<file path="src/hw/pin_mux_pkg.sv">
/*
  Constants, register map and types for the pin output source select block.
  Assumes a single 40 MHz system clock and an AXI4-Lite register master.
*/
package pin_mux_pkg;

  localparam int NUM_OUT = 7;
  localparam int NUM_IN = 16;
  localparam int NUM_PIN_IN = 32;
  localparam int CODE_W = 5;
  localparam int ADDR_W = 8;

  localparam logic [7:0] OFS_LOCK = 8'h00;
  localparam logic [7:0] OFS_IN_BASE = 8'h40;
  localparam logic [7:0] OFS_OUT_BASE = 8'h80;

  localparam logic [7:0] UNLOCK_KEY1 = 8'h55;
  localparam logic [7:0] UNLOCK_KEY2 = 8'haa;
  localparam int LOCK_BIT = 0;

  localparam logic [1:0] RESP_OKAY = 2'b00;
  localparam logic [1:0] RESP_DECERR = 2'b11;

  localparam logic [4:0] CODE_LATCH = 5'h00;
  localparam logic [4:0] CODE_CMP1 = 5'h16;
  localparam logic [4:0] CODE_PWM3 = 5'h0e;
  localparam logic [1:0] CODE_RSV_HI = 2'b11;
  localparam logic [4:0] OUT_SEL_RST = 5'h00;

  // one bit per source code: routable to the port A pins of this block
  localparam logic [31:0] PORTA_AVAIL = 32'h00c00039;
  // one bit per source code: peripheral owns the pin direction
  localparam logic [31:0] DIR_OVERRIDE = 32'h00330f00;

  // per peripheral input: bit n set when port n (A=0..D=3) may feed it
  localparam logic [3:0] IN_PORT_AVAIL [NUM_IN] = '{
    4'h3, 4'h3, 4'h5, 4'h6, 4'h6, 4'h6, 4'he, 4'h6,
    4'h6, 4'hd, 4'h6, 4'h6, 4'h5, 4'h5, 4'he, 4'he};

  // power-on selection of each peripheral input: pin 0 of first legal port
  localparam logic [4:0] IN_SEL_RST [NUM_IN] = '{
    5'h00, 5'h00, 5'h00, 5'h08, 5'h08, 5'h08, 5'h08, 5'h08,
    5'h08, 5'h00, 5'h08, 5'h08, 5'h00, 5'h00, 5'h08, 5'h08};

  typedef enum logic [1:0] {
    LK_IDLE = 2'b00,
    LK_KEY1 = 2'b01,
    LK_ARMED = 2'b11
  } lock_seq_t;

  typedef enum logic [1:0] {
    RK_NONE = 2'b00,
    RK_LOCK = 2'b01,
    RK_IN = 2'b11,
    RK_OUT = 2'b10
  } reg_kind_t;

  typedef struct packed {
    reg_kind_t kind;
    logic [3:0] idx;
  } reg_sel_t;

  typedef struct packed {
    logic [NUM_OUT-1:0] value;
    logic [NUM_OUT-1:0] oe;
  } pin_drive_t;

endpackage

</file>
<file path="src/hw/pin_output_source_select.sv">
/*
  Pin output source select with peripheral input select and selection lock.
  Assumes an AXI4-Lite master on sys_clk, pin inputs from outside the clock
  domain, and peripheral signals and pin latches from logic on sys_clk.
*/
// Functional notes
// - each output pin has a 32-bit register, low five bits pick its source
// - lower codes pick latch, oscillator, logic cells, complementary, capture, pwm
// - upper codes pick serial clock/data, usart, comparator outputs
// - reserved source codes drive logic zero onto the pin
// - each source reaches only its listed ports; latch reaches every port
// - complementary, serial and usart sources take over the pin direction
// - while locked, writes to every selection register are ignored
// - while unlocked, selection register writes update normally
// - selections clear on power-on or brown-out only; lock clears on any reset
// - unimplemented upper bits read zero and ignore writes
// - one 5-bit input select register per routable peripheral input
// - with one-shot config the lock, once set, stays set until reset
// - input code: bits 4:3 port, 2:0 pin; unsupported ports feed zero
`timescale 1ns/10ps
`default_nettype none

module pin_output_source_select (
  input wire logic sys_clk,
  input wire logic sys_rst,
  input wire logic clkEn,
  input wire logic porReset,
  input wire logic oneShotLockConfig,
  input wire logic awvalid,
  output logic awready,
  input wire logic [pin_mux_pkg::ADDR_W-1:0] awaddr,
  input wire logic [2:0] awprot,
  input wire logic wvalid,
  output logic wready,
  input wire logic [31:0] wdata,
  input wire logic [3:0] wstrb,
  output logic bvalid,
  input wire logic bready,
  output logic [1:0] bresp,
  input wire logic arvalid,
  output logic arready,
  input wire logic [pin_mux_pkg::ADDR_W-1:0] araddr,
  input wire logic [2:0] arprot,
  output logic rvalid,
  input wire logic rready,
  output logic [31:0] rdata,
  output logic [1:0] rresp,
  input wire logic [pin_mux_pkg::NUM_OUT-1:0] pinLatch,
  input wire logic [pin_mux_pkg::NUM_OUT-1:0] pinDirControl,
  input wire logic [31:0] periphOut,
  input wire logic [31:0] periphDirOut,
  input wire logic [pin_mux_pkg::NUM_PIN_IN-1:0] pinIn,
  output pin_mux_pkg::pin_drive_t pinDrive,
  output logic [pin_mux_pkg::NUM_IN-1:0] periphIn
);

  function automatic pin_mux_pkg::reg_sel_t decodeAddr(input logic [7:0] a);
    pin_mux_pkg::reg_sel_t s;
    s.kind = pin_mux_pkg::RK_NONE;
    s.idx = a[5:2];
    if (a == pin_mux_pkg::OFS_LOCK) begin
      s.kind = pin_mux_pkg::RK_LOCK;
    end else if (a[1:0] == 2'b00 && a[7:6] == pin_mux_pkg::OFS_IN_BASE[7:6]) begin
      s.kind = pin_mux_pkg::RK_IN;
    end else if (a[1:0] == 2'b00 && a[7:6] == pin_mux_pkg::OFS_OUT_BASE[7:6]
                 && a[5:2] < 4'(pin_mux_pkg::NUM_OUT)) begin
      s.kind = pin_mux_pkg::RK_OUT;
    end
    return s;
  endfunction

  logic awready_q, wready_q, bvalid_q, arready_q, rvalid_q;
  logic awPend_q, wPend_q;
  logic [7:0] awAddr_q;
  logic [31:0] wData_q;
  logic wStrb0_q;
  logic [1:0] bresp_q, rresp_q;
  logic [31:0] rdata_q;
  logic lock_q;
  pin_mux_pkg::lock_seq_t lockSeq_q;
  logic [4:0] outSel_q [pin_mux_pkg::NUM_OUT];
  logic [4:0] inSel_q [pin_mux_pkg::NUM_IN];
  logic [31:0] pinS1_q, pinS2_q, pinS3_q, pinFilt_q;
  pin_mux_pkg::pin_drive_t pinDrive_q;
  logic [pin_mux_pkg::NUM_IN-1:0] periphIn_q;

  pin_mux_pkg::reg_sel_t wrSel, rdSel;
  logic doWrite, wrEn, selWrEn;

  assign awready = awready_q;
  assign wready = wready_q;
  assign bvalid = bvalid_q;
  assign bresp = bresp_q;
  assign arready = arready_q;
  assign rvalid = rvalid_q;
  assign rdata = rdata_q;
  assign rresp = rresp_q;
  assign pinDrive = pinDrive_q;
  assign periphIn = periphIn_q;

  assign wrSel = decodeAddr(awAddr_q);
  assign rdSel = decodeAddr(araddr);
  // address and data may land in either order; commit once both are held
  assign doWrite = awPend_q && wPend_q && !bvalid_q;
  assign wrEn = clkEn && doWrite && wStrb0_q;
  assign selWrEn = wrEn && !lock_q;

  // write channel
  always_ff @(posedge sys_clk) begin
    if (sys_rst) begin
      awready_q <= 1'b1;
      wready_q <= 1'b1;
      awPend_q <= 1'b0;
      wPend_q <= 1'b0;
      bvalid_q <= 1'b0;
      bresp_q <= pin_mux_pkg::RESP_OKAY;
      awAddr_q <= '0;
      wData_q <= '0;
      wStrb0_q <= 1'b0;
    end else if (clkEn) begin
      if (awvalid && awready_q) begin
        awPend_q <= 1'b1;
        awready_q <= 1'b0;
        awAddr_q <= awaddr;
      end
      if (wvalid && wready_q) begin
        wPend_q <= 1'b1;
        wready_q <= 1'b0;
        wData_q <= wdata;
        wStrb0_q <= wstrb[0];
      end
      if (doWrite) begin
        bvalid_q <= 1'b1;
        bresp_q <= (wrSel.kind == pin_mux_pkg::RK_NONE) ?
                   pin_mux_pkg::RESP_DECERR : pin_mux_pkg::RESP_OKAY;
      end
      if (bvalid_q && bready) begin
        bvalid_q <= 1'b0;
        awPend_q <= 1'b0;
        wPend_q <= 1'b0;
        awready_q <= 1'b1;
        wready_q <= 1'b1;
      end
    end
  end

  // read channel
  always_ff @(posedge sys_clk) begin
    if (sys_rst) begin
      arready_q <= 1'b1;
      rvalid_q <= 1'b0;
      rdata_q <= '0;
      rresp_q <= pin_mux_pkg::RESP_OKAY;
    end else if (clkEn) begin
      if (arvalid && arready_q) begin
        arready_q <= 1'b0;
        rvalid_q <= 1'b1;
        rresp_q <= pin_mux_pkg::RESP_OKAY;
        rdata_q <= '0;
        case (rdSel.kind)
          pin_mux_pkg::RK_LOCK: rdata_q[pin_mux_pkg::LOCK_BIT] <= lock_q;
          pin_mux_pkg::RK_IN: rdata_q[4:0] <= inSel_q[rdSel.idx];
          pin_mux_pkg::RK_OUT: rdata_q[4:0] <= outSel_q[rdSel.idx[2:0]];
          default: rresp_q <= pin_mux_pkg::RESP_DECERR;
        endcase
      end else if (rvalid_q && rready) begin
        rvalid_q <= 1'b0;
        arready_q <= 1'b1;
      end
    end
  end

  // lock bit and its unlock sequence; every reset clears the lock
  always_ff @(posedge sys_clk) begin
    if (sys_rst) begin
      lock_q <= 1'b0;
      lockSeq_q <= pin_mux_pkg::LK_IDLE;
    end else if (wrEn) begin
      if (wrSel.kind == pin_mux_pkg::RK_LOCK) begin
        case (lockSeq_q)
          pin_mux_pkg::LK_IDLE: begin
            if (wData_q[7:0] == pin_mux_pkg::UNLOCK_KEY1) begin
              lockSeq_q <= pin_mux_pkg::LK_KEY1;
            end
          end
          pin_mux_pkg::LK_KEY1: begin
            if (wData_q[7:0] == pin_mux_pkg::UNLOCK_KEY2) begin
              lockSeq_q <= pin_mux_pkg::LK_ARMED;
            end else if (wData_q[7:0] != pin_mux_pkg::UNLOCK_KEY1) begin
              lockSeq_q <= pin_mux_pkg::LK_IDLE;
            end
          end
          pin_mux_pkg::LK_ARMED: begin
            // a one-shot lock cannot be released once it has been set
            if (!(oneShotLockConfig && lock_q)) begin
              lock_q <= wData_q[pin_mux_pkg::LOCK_BIT];
            end
            lockSeq_q <= pin_mux_pkg::LK_IDLE;
          end
          default: lockSeq_q <= pin_mux_pkg::LK_IDLE;
        endcase
      end else begin
        // any write to another register breaks the sequence
        lockSeq_q <= pin_mux_pkg::LK_IDLE;
      end
    end
  end

  // selection registers survive every reset except power-on or brown-out
  always_ff @(posedge sys_clk) begin
    if (sys_rst && porReset) begin
      for (int i = 0; i < pin_mux_pkg::NUM_OUT; i++) begin
        outSel_q[i] <= pin_mux_pkg::OUT_SEL_RST;
      end
      for (int j = 0; j < pin_mux_pkg::NUM_IN; j++) begin
        inSel_q[j] <= pin_mux_pkg::IN_SEL_RST[j];
      end
    end else if (!sys_rst && selWrEn) begin
      if (wrSel.kind == pin_mux_pkg::RK_OUT) begin
        outSel_q[wrSel.idx[2:0]] <= wData_q[4:0];
      end
      if (wrSel.kind == pin_mux_pkg::RK_IN) begin
        inSel_q[wrSel.idx] <= wData_q[4:0];
      end
    end
  end

  // pin inputs: three stages, a change is taken once stages two and three agree
  always_ff @(posedge sys_clk) begin
    if (sys_rst) begin
      pinS1_q <= '0;
      pinS2_q <= '0;
      pinS3_q <= '0;
      pinFilt_q <= '0;
    end else if (clkEn) begin
      pinS1_q <= pinIn;
      pinS2_q <= pinS1_q;
      pinS3_q <= pinS2_q;
      for (int k = 0; k < pin_mux_pkg::NUM_PIN_IN; k++) begin
        if (pinS2_q[k] == pinS3_q[k]) begin
          pinFilt_q[k] <= pinS3_q[k];
        end
      end
    end
  end

  genvar g;
  generate
    for (g = 0; g < pin_mux_pkg::NUM_OUT; g++) begin : g_out
      logic [4:0] code;
      logic avail;
      assign code = outSel_q[g];
      // reserved and off-port codes have no availability bit, so drive zero
      assign avail = pin_mux_pkg::PORTA_AVAIL[code];
      always_ff @(posedge sys_clk) begin
        if (sys_rst) begin
          pinDrive_q.value[g] <= 1'b0;
          pinDrive_q.oe[g] <= 1'b0;
        end else if (clkEn) begin
          if (code == pin_mux_pkg::CODE_LATCH) begin
            pinDrive_q.value[g] <= pinLatch[g];
          end else begin
            pinDrive_q.value[g] <= avail && periphOut[code];
          end
          if (avail && pin_mux_pkg::DIR_OVERRIDE[code]) begin
            pinDrive_q.oe[g] <= periphDirOut[code];
          end else begin
            pinDrive_q.oe[g] <= !pinDirControl[g];
          end
        end
      end
    end

    for (g = 0; g < pin_mux_pkg::NUM_IN; g++) begin : g_in
      logic [4:0] sel;
      assign sel = inSel_q[g];
      always_ff @(posedge sys_clk) begin
        if (sys_rst) begin
          periphIn_q[g] <= 1'b0;
        end else if (clkEn) begin
          // an unsupported port feeds zero rather than a stray pin
          periphIn_q[g] <= pin_mux_pkg::IN_PORT_AVAIL[g][sel[4:3]]
                           && pinFilt_q[sel];
        end
      end
    end
  endgenerate
endmodule
`default_nettype wire

</file>
<file path="config.mk">
export PLATFORM = sky130hd
export DESIGN_NAME = pin_output_source_select
export DESIGN_NICKNAME = d
export VERILOG_FILES = /design/src/hw/pin_mux_pkg.sv /design/src/hw/pin_output_source_select.sv
export SDC_FILE = /design/constraint.sdc
export NUM_CORES = 1
export LEC_CHECK = 0
export BUFFER_PORTS_ARGS = -buffer_cell sky130_fd_sc_hd__buf_2
export CORE_MARGIN = 2
export CORE_UTILIZATION = 62
export CTS_CLUSTER_SIZE = 40
export DETAILED_ROUTE_END_ITERATION = 10
export GPL_ROUTABILITY_DRIVEN = 0
export PLACE_DENSITY = 0.87
export SLEW_MARGIN = 5
export SYNTH_ARGS = -nofsm -noshare
export SYNTH_HDL_FRONTEND = slang
export SYNTH_SLANG_ARGS = --single-unit
</file>
<file path="constraint.sdc">
create_clock -name sys_clk -period 4.7 [get_ports sys_clk]
set_clock_uncertainty 0.2 [all_clocks]
set_input_delay 0.705 -clock sys_clk [delete_from_list [all_inputs] [get_ports sys_clk]]
set_output_delay 0.705 -clock sys_clk [all_outputs]
set_load 0.01 [all_outputs]
</file>
==> results of run 1 <==
metal layers:
layer  track usage (%)  routed length (um)
met5                 0                   0
met4              13.5                1770
met3              7.60                5440
met2              48.8               20000
met1              39.3               15300
registers in the layout, summed over array words and instances (netlist names), 2 cells and up:
| name | cells |
|---|---|
| rdata | 5 |
| pinS1_q | 32 |
| pinS2_q | 32 |
| inSel_q | 80 |
| pinS3_q | 32 |
| lockSeq_q | 2 |
| pinDrive | 14 |
| wData_q | 8 |
| outSel_q | 40 |
| periphIn | 16 |
| awAddr_q | 8 |
| pinFilt_q | 32 |
final timing paths:
check	to	slack, ns
min reg2reg	periphIn[0]	0.26
max reg2reg	inSel_q[0][4]	1.75
max	inSel_q[0][4]	1.75
min	pinDrive[4]	0.1
stage by stage:
step	util, %	cells	area (um2)	setup slack, ns	power [mW]
after floorplan	-	1500	16500	2.31	3.35
final	69.6	1919	18100	1.75	5.94
after detailed placement	65.6	1860	17000	1.42	3.50
after global routing	69.6	1919	18100	1.55	6.12
after global placement	65.6	1860	17000	1.52	3.47
after CTS	69.5	1917	18100	1.59	5.94
logic make-up after synthesis:
| kind of cell | share of synthesized area, % |
|---|---|
| buffers and inverters | 4.64 |
| muxes | 25.0 |
| and+or+nand+nor | 15.2 |
| other | 0.0229 |
| xor gates and xnor gates | 0.0536 |
| DFF | 45.2 |
| AOI/OAI and AO/OA | 9.32 |
| adders and majority gates | 0.535 |
layout make-up:
type | count | area share, %
Inverter | 21 | 0.436
Clock inverter | 11 | 0.637
Tap cell | 335 | 2.32
Clock buffer | 46 | 5.05
Antenna cell | 1 | 0.0138
Timing Repair Buffer | 161 | 4.62
Sequential cell | 312 | 40.9
Multi-Input combinational cell | 1032 | 46.0
worst max-delay path, stage by stage, from the launching register on:
cell                      delay (ns)
sky130_fd_sc_hd__dfxtp_1        0.39
sky130_fd_sc_hd__nor2_1         0.51
sky130_fd_sc_hd__nand2_1        0.22
sky130_fd_sc_hd__nor4b_1        0.98
sky130_fd_sc_hd__or2_2          0.34
layout by cell type, fill, tap and decap left out, types with 8 or more instances in the layout:
cell type	count
sky130_fd_sc_hd__inv_1	19
sky130_fd_sc_hd__nand2b_1	15
sky130_fd_sc_hd__clkbuf_8	8
sky130_fd_sc_hd__and3_1	28
sky130_fd_sc_hd__nor3_1	16
sky130_fd_sc_hd__and2_1	74
sky130_fd_sc_hd__nand3_1	11
sky130_fd_sc_hd__a211oi_1	10
sky130_fd_sc_hd__edfxtp_1	115
sky130_fd_sc_hd__nor2_1	156
sky130_fd_sc_hd__clkbuf_16	31
sky130_fd_sc_hd__conb_1	32
sky130_fd_sc_hd__or2_2	19
sky130_fd_sc_hd__or3_1	8
sky130_fd_sc_hd__dfxtp_1	197
sky130_fd_sc_hd__a21oi_1	67
sky130_fd_sc_hd__a21o_1	36
sky130_fd_sc_hd__mux4_2	112
sky130_fd_sc_hd__nand2_1	105
sky130_fd_sc_hd__o21ai_0	66
sky130_fd_sc_hd__a31oi_1	10
sky130_fd_sc_hd__buf_2	150
sky130_fd_sc_hd__buf_4	9
sky130_fd_sc_hd__mux2i_1	149
report_power, final:
group | internal [mW] | switching, mW | total [mW] | leakage, nW
Sequential | 2.88 | 0.111 | 2.99 | 2.67
Combinational | 0.206 | 0.251 | 0.457 | 4.13
Clock | 1.45 | 1.04 | 2.49 | 0.506
==> report_table.html, run 1 <==
<table>
<tr><th>Metric</th><th>Value</th></tr>
<tr><th colspan="2">Route</th></tr>
<tr><td>Routed via count divided by cell count</td><td>between 6 and 7</td></tr>
<tr><td>Detail Route Antenna Nets</td><td>0</td></tr>
<tr><td>Total routed wirelength</td><td>42,600 um</td></tr>
<tr><td>DRT iter0 DRCs</td><td>1,850</td></tr>
<tr><td>First-pass DRT Iterations</td><td>5</td></tr>
<tr><td>Number of vias in the routed layout</td><td>12,700</td></tr>
<tr><td>DR WL/cell</td><td>22.2 um</td></tr>
<tr><td>Number of remaining DRC errors</td><td>0</td></tr>
<tr><th colspan="2">Floorplanning</th></tr>
<tr><td>Floorplan die area</td><td>27,700 um2</td></tr>
<tr><td>CORE AREA</td><td>~26,000 um2</td></tr>
<tr><td>Number of placed I/O pins</td><td>approximately 250</td></tr>
<tr><td>Number of placement rows</td><td>a little under 60</td></tr>
<tr><td>Initial standard-cell utilization of the core</td><td>62.9%</td></tr>
<tr><td>Height of the die</td><td>between 150 and 200 um</td></tr>
<tr><td>Die width</td><td>166 um</td></tr>
<tr><th colspan="2">Global route</th></tr>
<tr><td>Global-route wire length before repair</td><td>67,400 um</td></tr>
<tr><td>Via count of the first global-routing pass</td><td>about 13,000</td></tr>
<tr><td>Antenna violations before repair</td><td>1</td></tr>
<tr><td>Largest net degree at the start of global routing</td><td>88</td></tr>
<tr><td>Global-route usage over all layers</td><td>30.4%</td></tr>
<tr><td>Total global routing overflow</td><td>0</td></tr>
<tr><th colspan="2">CTS</th></tr>
<tr><td>Sinks on the clock net</td><td>~310</td></tr>
<tr><td>Post-cts gate resize count</td><td>0</td></tr>
<tr><td>Post-CTS Setup Inserts</td><td>0</td></tr>
<tr><td>Clock latency of the later-clocked register in the worst-skew pair</td><td>0.58 ns</td></tr>
<tr><td>Clk Tree Root Cell</td><td>sky130_fd_sc_hd__clkbuf_16</td></tr>
<tr><td>Clock-pin slew reported for the worst setup and hold paths after clock tree synthesis</td><td>around 0.060 ns</td></tr>
<tr><td>Number of H-tree levels</td><td>1</td></tr>
<tr><td>TritonCTS clock tree</td><td>built</td></tr>
<tr><td>Hold Buf Count CTS</td><td>0</td></tr>
<tr><td>Num CTS Buffers</td><td>31</td></tr>
<tr><td>Longest Clk Path Bufs</td><td>3</td></tr>
<tr><th colspan="2">Critical path</th></tr>
<tr><td>Crit Path Max Fanout</td><td>13</td></tr>
<tr><td>Worst R2R Path Depth</td><td>4</td></tr>
<tr><td>Worst reg2reg path startpoint</td><td>awAddr_q[3]</td></tr>
<tr><td>Worst setup path class</td><td>flop to flop</td></tr>
<tr><td>Type of element launching the critical path</td><td>flop</td></tr>
<tr><td>Critical Path Source</td><td>awAddr_q[3]</td></tr>
<tr><td>Critical path capture point type</td><td>flop</td></tr>
<tr><td>Required arrival time at the worst endpoint</td><td>4.77 ns</td></tr>
<tr><td>Critical Path AT</td><td>3.02 ns</td></tr>
<tr><th colspan="2">Cells and area</th></tr>
<tr><td>Layout cells sized above 1</td><td>23.0%</td></tr>
<tr><td>Sequential Area</td><td>7400 um2</td></tr>
<tr><td>Footprint of the multi-input gates</td><td>8320 um2</td></tr>
<tr><td>Number of nets at the end of the flow</td><td>1,744</td></tr>
<tr><td>Fill cell count</td><td>1,792</td></tr>
<tr><td>Area added between synthesis and finish</td><td>10.5%</td></tr>
<tr><th colspan="2">Worst hold path</th></tr>
<tr><td>Classification of the worst-slack hold path</td><td>primary input to flop</td></tr>
<tr><td>Hold Path Origin</td><td>pinDirControl[4]</td></tr>
<tr><td>Hold Path Cell Cnt</td><td>2</td></tr>
<tr><th colspan="2">STA</th></tr>
<tr><td>Highest attainable clock frequency</td><td>339 MHz</td></tr>
<tr><td>Setup tns final</td><td>0 ns</td></tr>
<tr><td>Total count of max-transition violations in the final report</td><td>0</td></tr>
<tr><td>Hold Vio Cnt, Final</td><td>0</td></tr>
<tr><td>Unrepaired setup endpoints after global routing</td><td>no</td></tr>
<tr><td>Worst-Margin Slew</td><td>1.18 ns</td></tr>
<tr><td>Worst hold slack</td><td>~0.096 ns</td></tr>
<tr><td>Worst-case headroom to the max-slew limit</td><td>21.4%</td></tr>
<tr><td>Fraction of the cycle the final worst path needs</td><td>62.7%</td></tr>
<tr><td>Time the worst path needs with I/O delays and setup</td><td>2.95 ns</td></tr>
<tr><td>Final setup violation count</td><td>0</td></tr>
<tr><th colspan="2">Logic synthesis</th></tr>
<tr><td>Async set-reset flop share out of synthesis</td><td>0%</td></tr>
<tr><td>Flops &amp; latches, synth</td><td>312</td></tr>
<tr><td>Sequential-to-total area share from yosys stat</td><td>~45%</td></tr>
<tr><td>Distinct cell type count of the synthesized netlist</td><td>68</td></tr>
<tr><td>Number of warnings reported in the yosys synthesis log</td><td>0</td></tr>
<tr><td>Mean post-synth cell area</td><td>11.1 um2</td></tr>
<tr><td>Dominant cell by count in the synthesized netlist</td><td>sky130_fd_sc_hd__dfxtp_1</td></tr>
<tr><td>Cell types with the highest counts after synthesis</td><td>sky130_fd_sc_hd__dfxtp_1, sky130_fd_sc_hd__nor2_1, sky130_fd_sc_hd__mux2i_1, sky130_fd_sc_hd__edfxtp_1, sky130_fd_sc_hd__mux4_2</td></tr>
<tr><td>Number of synthesized flops with an enable pin</td><td>115</td></tr>
<tr><td>Instance count of the mapped netlist</td><td>1,469</td></tr>
<tr><td>Most used DFF post-synth</td><td>sky130_fd_sc_hd__dfxtp_1</td></tr>
<tr><td>Largest area contributor in the synthesized netlist</td><td>sky130_fd_sc_hd__dfxtp_1</td></tr>
<tr><td>Area of the mapped netlist</td><td>around 16,000 um2</td></tr>
<tr><td>Top cell type's share of synthesized area</td><td>24.1%</td></tr>
<tr><td>Top post-synthesis cells by area</td><td>sky130_fd_sc_hd__dfxtp_1, sky130_fd_sc_hd__edfxtp_1, sky130_fd_sc_hd__mux4_2</td></tr>
<tr><th colspan="2">Placed design</th></tr>
<tr><td>Half-perimeter wire length after placement</td><td>27,800 um</td></tr>
<tr><td>Count of port buffers added during placement</td><td>152</td></tr>
<tr><th colspan="2">Run status</th></tr>
<tr><td>Outcome</td><td>complete, no violations</td></tr>
<tr><th colspan="2">Flow run</th></tr>
<tr><td>Maximum capacitance violations</td><td>0</td></tr>
<tr><th colspan="2">Pwr</th></tr>
<tr><td>Leakage power of the design</td><td>7.31 nW</td></tr>
<tr><td>Worst ir drop on vdd</td><td>0.348 mV</td></tr>
<tr><td>Power Dens Cells</td><td>329 nW/um2</td></tr>
</table>
Note: power is estimated with default switching activity, not from simulation.
==> run 2, diff against run 1 <==
--- a/config.mk
+++ b/config.mk
@@ -7,11 +7,11 @@
 export LEC_CHECK = 0
 export BUFFER_PORTS_ARGS = -buffer_cell sky130_fd_sc_hd__buf_2
 export CORE_MARGIN = 2
-export CORE_UTILIZATION = 62
+export CORE_UTILIZATION = 52
 export CTS_CLUSTER_SIZE = 40
 export DETAILED_ROUTE_END_ITERATION = 10
 export GPL_ROUTABILITY_DRIVEN = 0
-export PLACE_DENSITY = 0.87
+export PLACE_DENSITY = 0.78
 export SLEW_MARGIN = 5
 export SYNTH_ARGS = -nofsm -noshare
 export SYNTH_HDL_FRONTEND = slang
==> constraint.sdc (replaced) <==
create_clock -name sys_clk -period 2.6 [get_ports sys_clk]
set_clock_uncertainty 0.2 [all_clocks]
set_input_delay 0.39 -clock sys_clk [delete_from_list [all_inputs] [get_ports sys_clk]]
set_output_delay 0.39 -clock sys_clk [all_outputs]
set_load 0.01 [all_outputs]
==> run 2 against run 1 <==
Via count grew 1.5%. Flip-flop and latch count unchanged. Core utilization shrank 7.2 points. Non-clock buffer count is 95 higher. Die area increased by 19%. Global-route usage is 4.1 points lower. Design area is 6.1% higher. Highest routed layer is now met5. Sequential share of layout area down 2.3 points. Combinational power increased by 110%.
==> report_table.html, run 2 (same netlist as run 1, synthesis figures left out) <==
<table>
<tr><th>Metric</th><th>Value</th></tr>
<tr><th colspan="2">Run status</th></tr>
<tr><td>Outcome</td><td>complete, no violations</td></tr>
<tr><th colspan="2">CTS</th></tr>
<tr><td>Clock latency of the later-clocked register in the worst-skew pair</td><td>0.52 ns</td></tr>
<tr><td>Number of H-tree levels</td><td>2</td></tr>
<tr><td>Clk Tree Root Cell</td><td>sky130_fd_sc_hd__clkbuf_16</td></tr>
<tr><td>Num CTS Buffers</td><td>34</td></tr>
<tr><td>Longest Clk Path Bufs</td><td>3</td></tr>
<tr><td>TritonCTS clock tree</td><td>built</td></tr>
<tr><td>Clock-pin slew reported for the worst setup and hold paths after clock tree synthesis</td><td>around 0.060 ns</td></tr>
<tr><td>Sinks on the clock net</td><td>312</td></tr>
<tr><th colspan="2">Global route</th></tr>
<tr><td>Largest net degree at the start of global routing</td><td>approximately 170</td></tr>
<tr><td>Antenna violations before repair</td><td>1</td></tr>
<tr><td>Global-route wire length before repair</td><td>about 68,000 um</td></tr>
<tr><td>Global-route usage over all layers</td><td>26.2%</td></tr>
<tr><td>Via count of the first global-routing pass</td><td>12,600</td></tr>
<tr><td>Total global routing overflow</td><td>0</td></tr>
<tr><th colspan="2">Pwr</th></tr>
<tr><td>Clock network fraction of design power</td><td>42.8%</td></tr>
<tr><td>Power Dens Cells</td><td>579 nW/um2</td></tr>
<tr><td>Switching power share of the total</td><td>23.7%</td></tr>
<tr><td>Internal Dissipation</td><td>8.47 mW</td></tr>
<tr><td>Leakage power of the design</td><td>7.80 nW</td></tr>
<tr><td>Net switching power</td><td>2.63 mW</td></tr>
<tr><td>Worst ir drop on vdd</td><td>roughly 0.43 mV</td></tr>
<tr><td>Share of power burned in registers</td><td>48.5%</td></tr>
<tr><td>Comb power frac</td><td>around 8.7%</td></tr>
<tr><th colspan="2">Critical path</th></tr>
<tr><td>Critical Path AT</td><td>2.54 ns</td></tr>
<tr><td>Type of element launching the critical path</td><td>flop</td></tr>
<tr><td>Worst stage delay on the critical path</td><td>~0.55 ns</td></tr>
<tr><td>Sequence of cells on the critical path</td><td>nor4b_1, nand2_1, nor2_1, and3_1, or2_2</td></tr>
<tr><td>Critical path capture point type</td><td>flop</td></tr>
<tr><td>Master of the slowest instance on the critical path</td><td>sky130_fd_sc_hd__nor4b_1</td></tr>
<tr><td>Worst setup path class</td><td>flop to flop</td></tr>
<tr><td>Required arrival time at the worst endpoint</td><td>2.63 ns</td></tr>
<tr><td>Crit Path Max Fanout</td><td>6</td></tr>
<tr><th colspan="2">Floorplanning</th></tr>
<tr><td>Height of the die</td><td>181 um</td></tr>
<tr><td>CORE AREA</td><td>30,700 um2</td></tr>
<tr><td>Number of placement rows</td><td>64</td></tr>
<tr><td>Initial standard-cell utilization of the core</td><td>a little over half</td></tr>
<tr><td>Die width</td><td>181 um</td></tr>
<tr><td>Number of placed I/O pins</td><td>249</td></tr>
<tr><td>Floorplan die area</td><td>32,900 um2</td></tr>
<tr><th colspan="2">Placed design</th></tr>
<tr><td>DP Worst Slack</td><td>around 0.25 ns</td></tr>
<tr><td>Cell count after placement</td><td>slightly below 2,000</td></tr>
<tr><td>Post-detailed-placement cell area</td><td>17,400 um2</td></tr>
<tr><td>Half-perimeter wire length after placement</td><td>28,700 um</td></tr>
<tr><td>Count of port buffers added during placement</td><td>152</td></tr>
<tr><th colspan="2">Route</th></tr>
<tr><td>Routed via count divided by cell count</td><td>between 6 and 7</td></tr>
<tr><td>DR WL/cell</td><td>between 20 and 25 um</td></tr>
<tr><td>Number of remaining DRC errors</td><td>0</td></tr>
<tr><td>DRT iter0 DRCs</td><td>1,350</td></tr>
<tr><td>Detail Route Antenna Nets</td><td>0</td></tr>
<tr><td>Number of vias in the routed layout</td><td>12,900</td></tr>
<tr><td>Total routed wirelength</td><td>43,600 um</td></tr>
<tr><td>First-pass DRT Iterations</td><td>7</td></tr>
<tr><th colspan="2">STA</th></tr>
<tr><td>Fraction of the cycle the final worst path needs</td><td>96.6%</td></tr>
<tr><td>Worst-Margin Slew</td><td>0.805 ns</td></tr>
<tr><td>Final Worst Setup Slack</td><td>0.0891 ns</td></tr>
<tr><td>Highest attainable clock frequency</td><td>398 MHz</td></tr>
<tr><td>Time the worst path needs with I/O delays and setup</td><td>roughly 2.5 ns</td></tr>
<tr><td>Worst-case headroom to the max-slew limit</td><td>46.4%</td></tr>
<tr><td>Unrepaired setup endpoints after global routing</td><td>no</td></tr>
<tr><td>Hold Vio Cnt, Final</td><td>0</td></tr>
<tr><td>Final setup violation count</td><td>0</td></tr>
<tr><td>Worst hold slack</td><td>approximately 0.015 ns</td></tr>
<tr><td>Setup tns final</td><td>0 ns</td></tr>
<tr><td>Total count of max-transition violations in the final report</td><td>0</td></tr>
<tr><th colspan="2">Cells and area</th></tr>
<tr><td>Final design instance area without fill</td><td>~19,000 um2</td></tr>
<tr><td>Most used cells in the layout excluding fill and tap cells</td><td>sky130_fd_sc_hd__dfxtp_1, sky130_fd_sc_hd__nor2_1, sky130_fd_sc_hd__buf_2</td></tr>
<tr><td>Most frequent standard cell in the layout excluding fill and tap cells</td><td>sky130_fd_sc_hd__dfxtp_1</td></tr>
<tr><td>Layout cells sized above 1</td><td>24.0%</td></tr>
<tr><td>Area added between synthesis and finish</td><td>17.2%</td></tr>
<tr><td>Leading registers by flop count</td><td>inSel_q x80, outSel_q x40</td></tr>
<tr><td>Final antenna diode count</td><td>0</td></tr>
<tr><td>Register ranked first by flip-flop count</td><td>inSel_q</td></tr>
<tr><td>Number of nets at the end of the flow</td><td>1,842</td></tr>
<tr><td>Max reg flops</td><td>80</td></tr>
<tr><td>Final Non-Filler Cells</td><td>2,077</td></tr>
<tr><th colspan="2">Worst hold path</th></tr>
<tr><td>Classification of the worst-slack hold path</td><td>primary input to flop</td></tr>
<tr><th colspan="2">Flow run</th></tr>
<tr><td>Maximum capacitance violations</td><td>0</td></tr>
</table>
run 2: area by class of cell:
cell class	instances	area, um2
Fill cell	2338	11600
Multi-Input combinational cell	1032	8320
Sequential cell	312	7400
Timing Repair Buffer	256	1770
Clock buffer	49	1000
Tap cell	396	495
Clock inverter	11	110
Inverter	21	78.8
run 2: layer usage:
metal	up-vias	GRT usage, %	wire, um
li1	5781	-	-
met1	6127	34.6	16700
met2	797	42.0	20400
met3	144	5.06	4740
met4	2	12.2	1800
met5	-	0	7
run 2: power groups by stage:
stage               sequential [mW]  clock (mW)  combinational (mW)
finish                         5.38        4.75               0.963
global route                   5.40        5.02                1.04
detailed placement             5.48           0               0.872
global placement               5.47           0               0.852
floorplan                      5.43           0               0.620
CTS                            5.38        4.79               0.948
run 2: worst paths after layout:
check | start | end | slack (ns) | depth (start not counted)
max | awAddr_q[6] | inSel_q[8][1] | 0.09 | 5
min | rready | rvalid | 0.01 | 4
max reg2reg | awAddr_q[6] | inSel_q[8][1] | 0.09 | 5
min reg2reg | pinS3_q[2] | pinFilt_q[2] | 0.25 | 2
run 2: critical path, delay by kind of cell, from the launching register on:
family / cells / cell delay (ns)
flops: 1 / 0.42
simple gates: 5 / 1.60
run 2: repair_timing:
item	CTS	global route
hold buffers	62	0
setup endpoints to repair	0	5
endpoints found under the hold margin	63	0
gates resized for setup	0	1
setup buffers	0	0
run 2: stage by stage:
step	utilization, %	power [mW]
2_1_floorplan	-	6.05
3_3_place_gp	56.7	6.32
3_5_place_dp	56.7	6.35
4_1_cts	62.3	11.1
5_1_grt	62.3	11.5
6_report	62.3	11.1
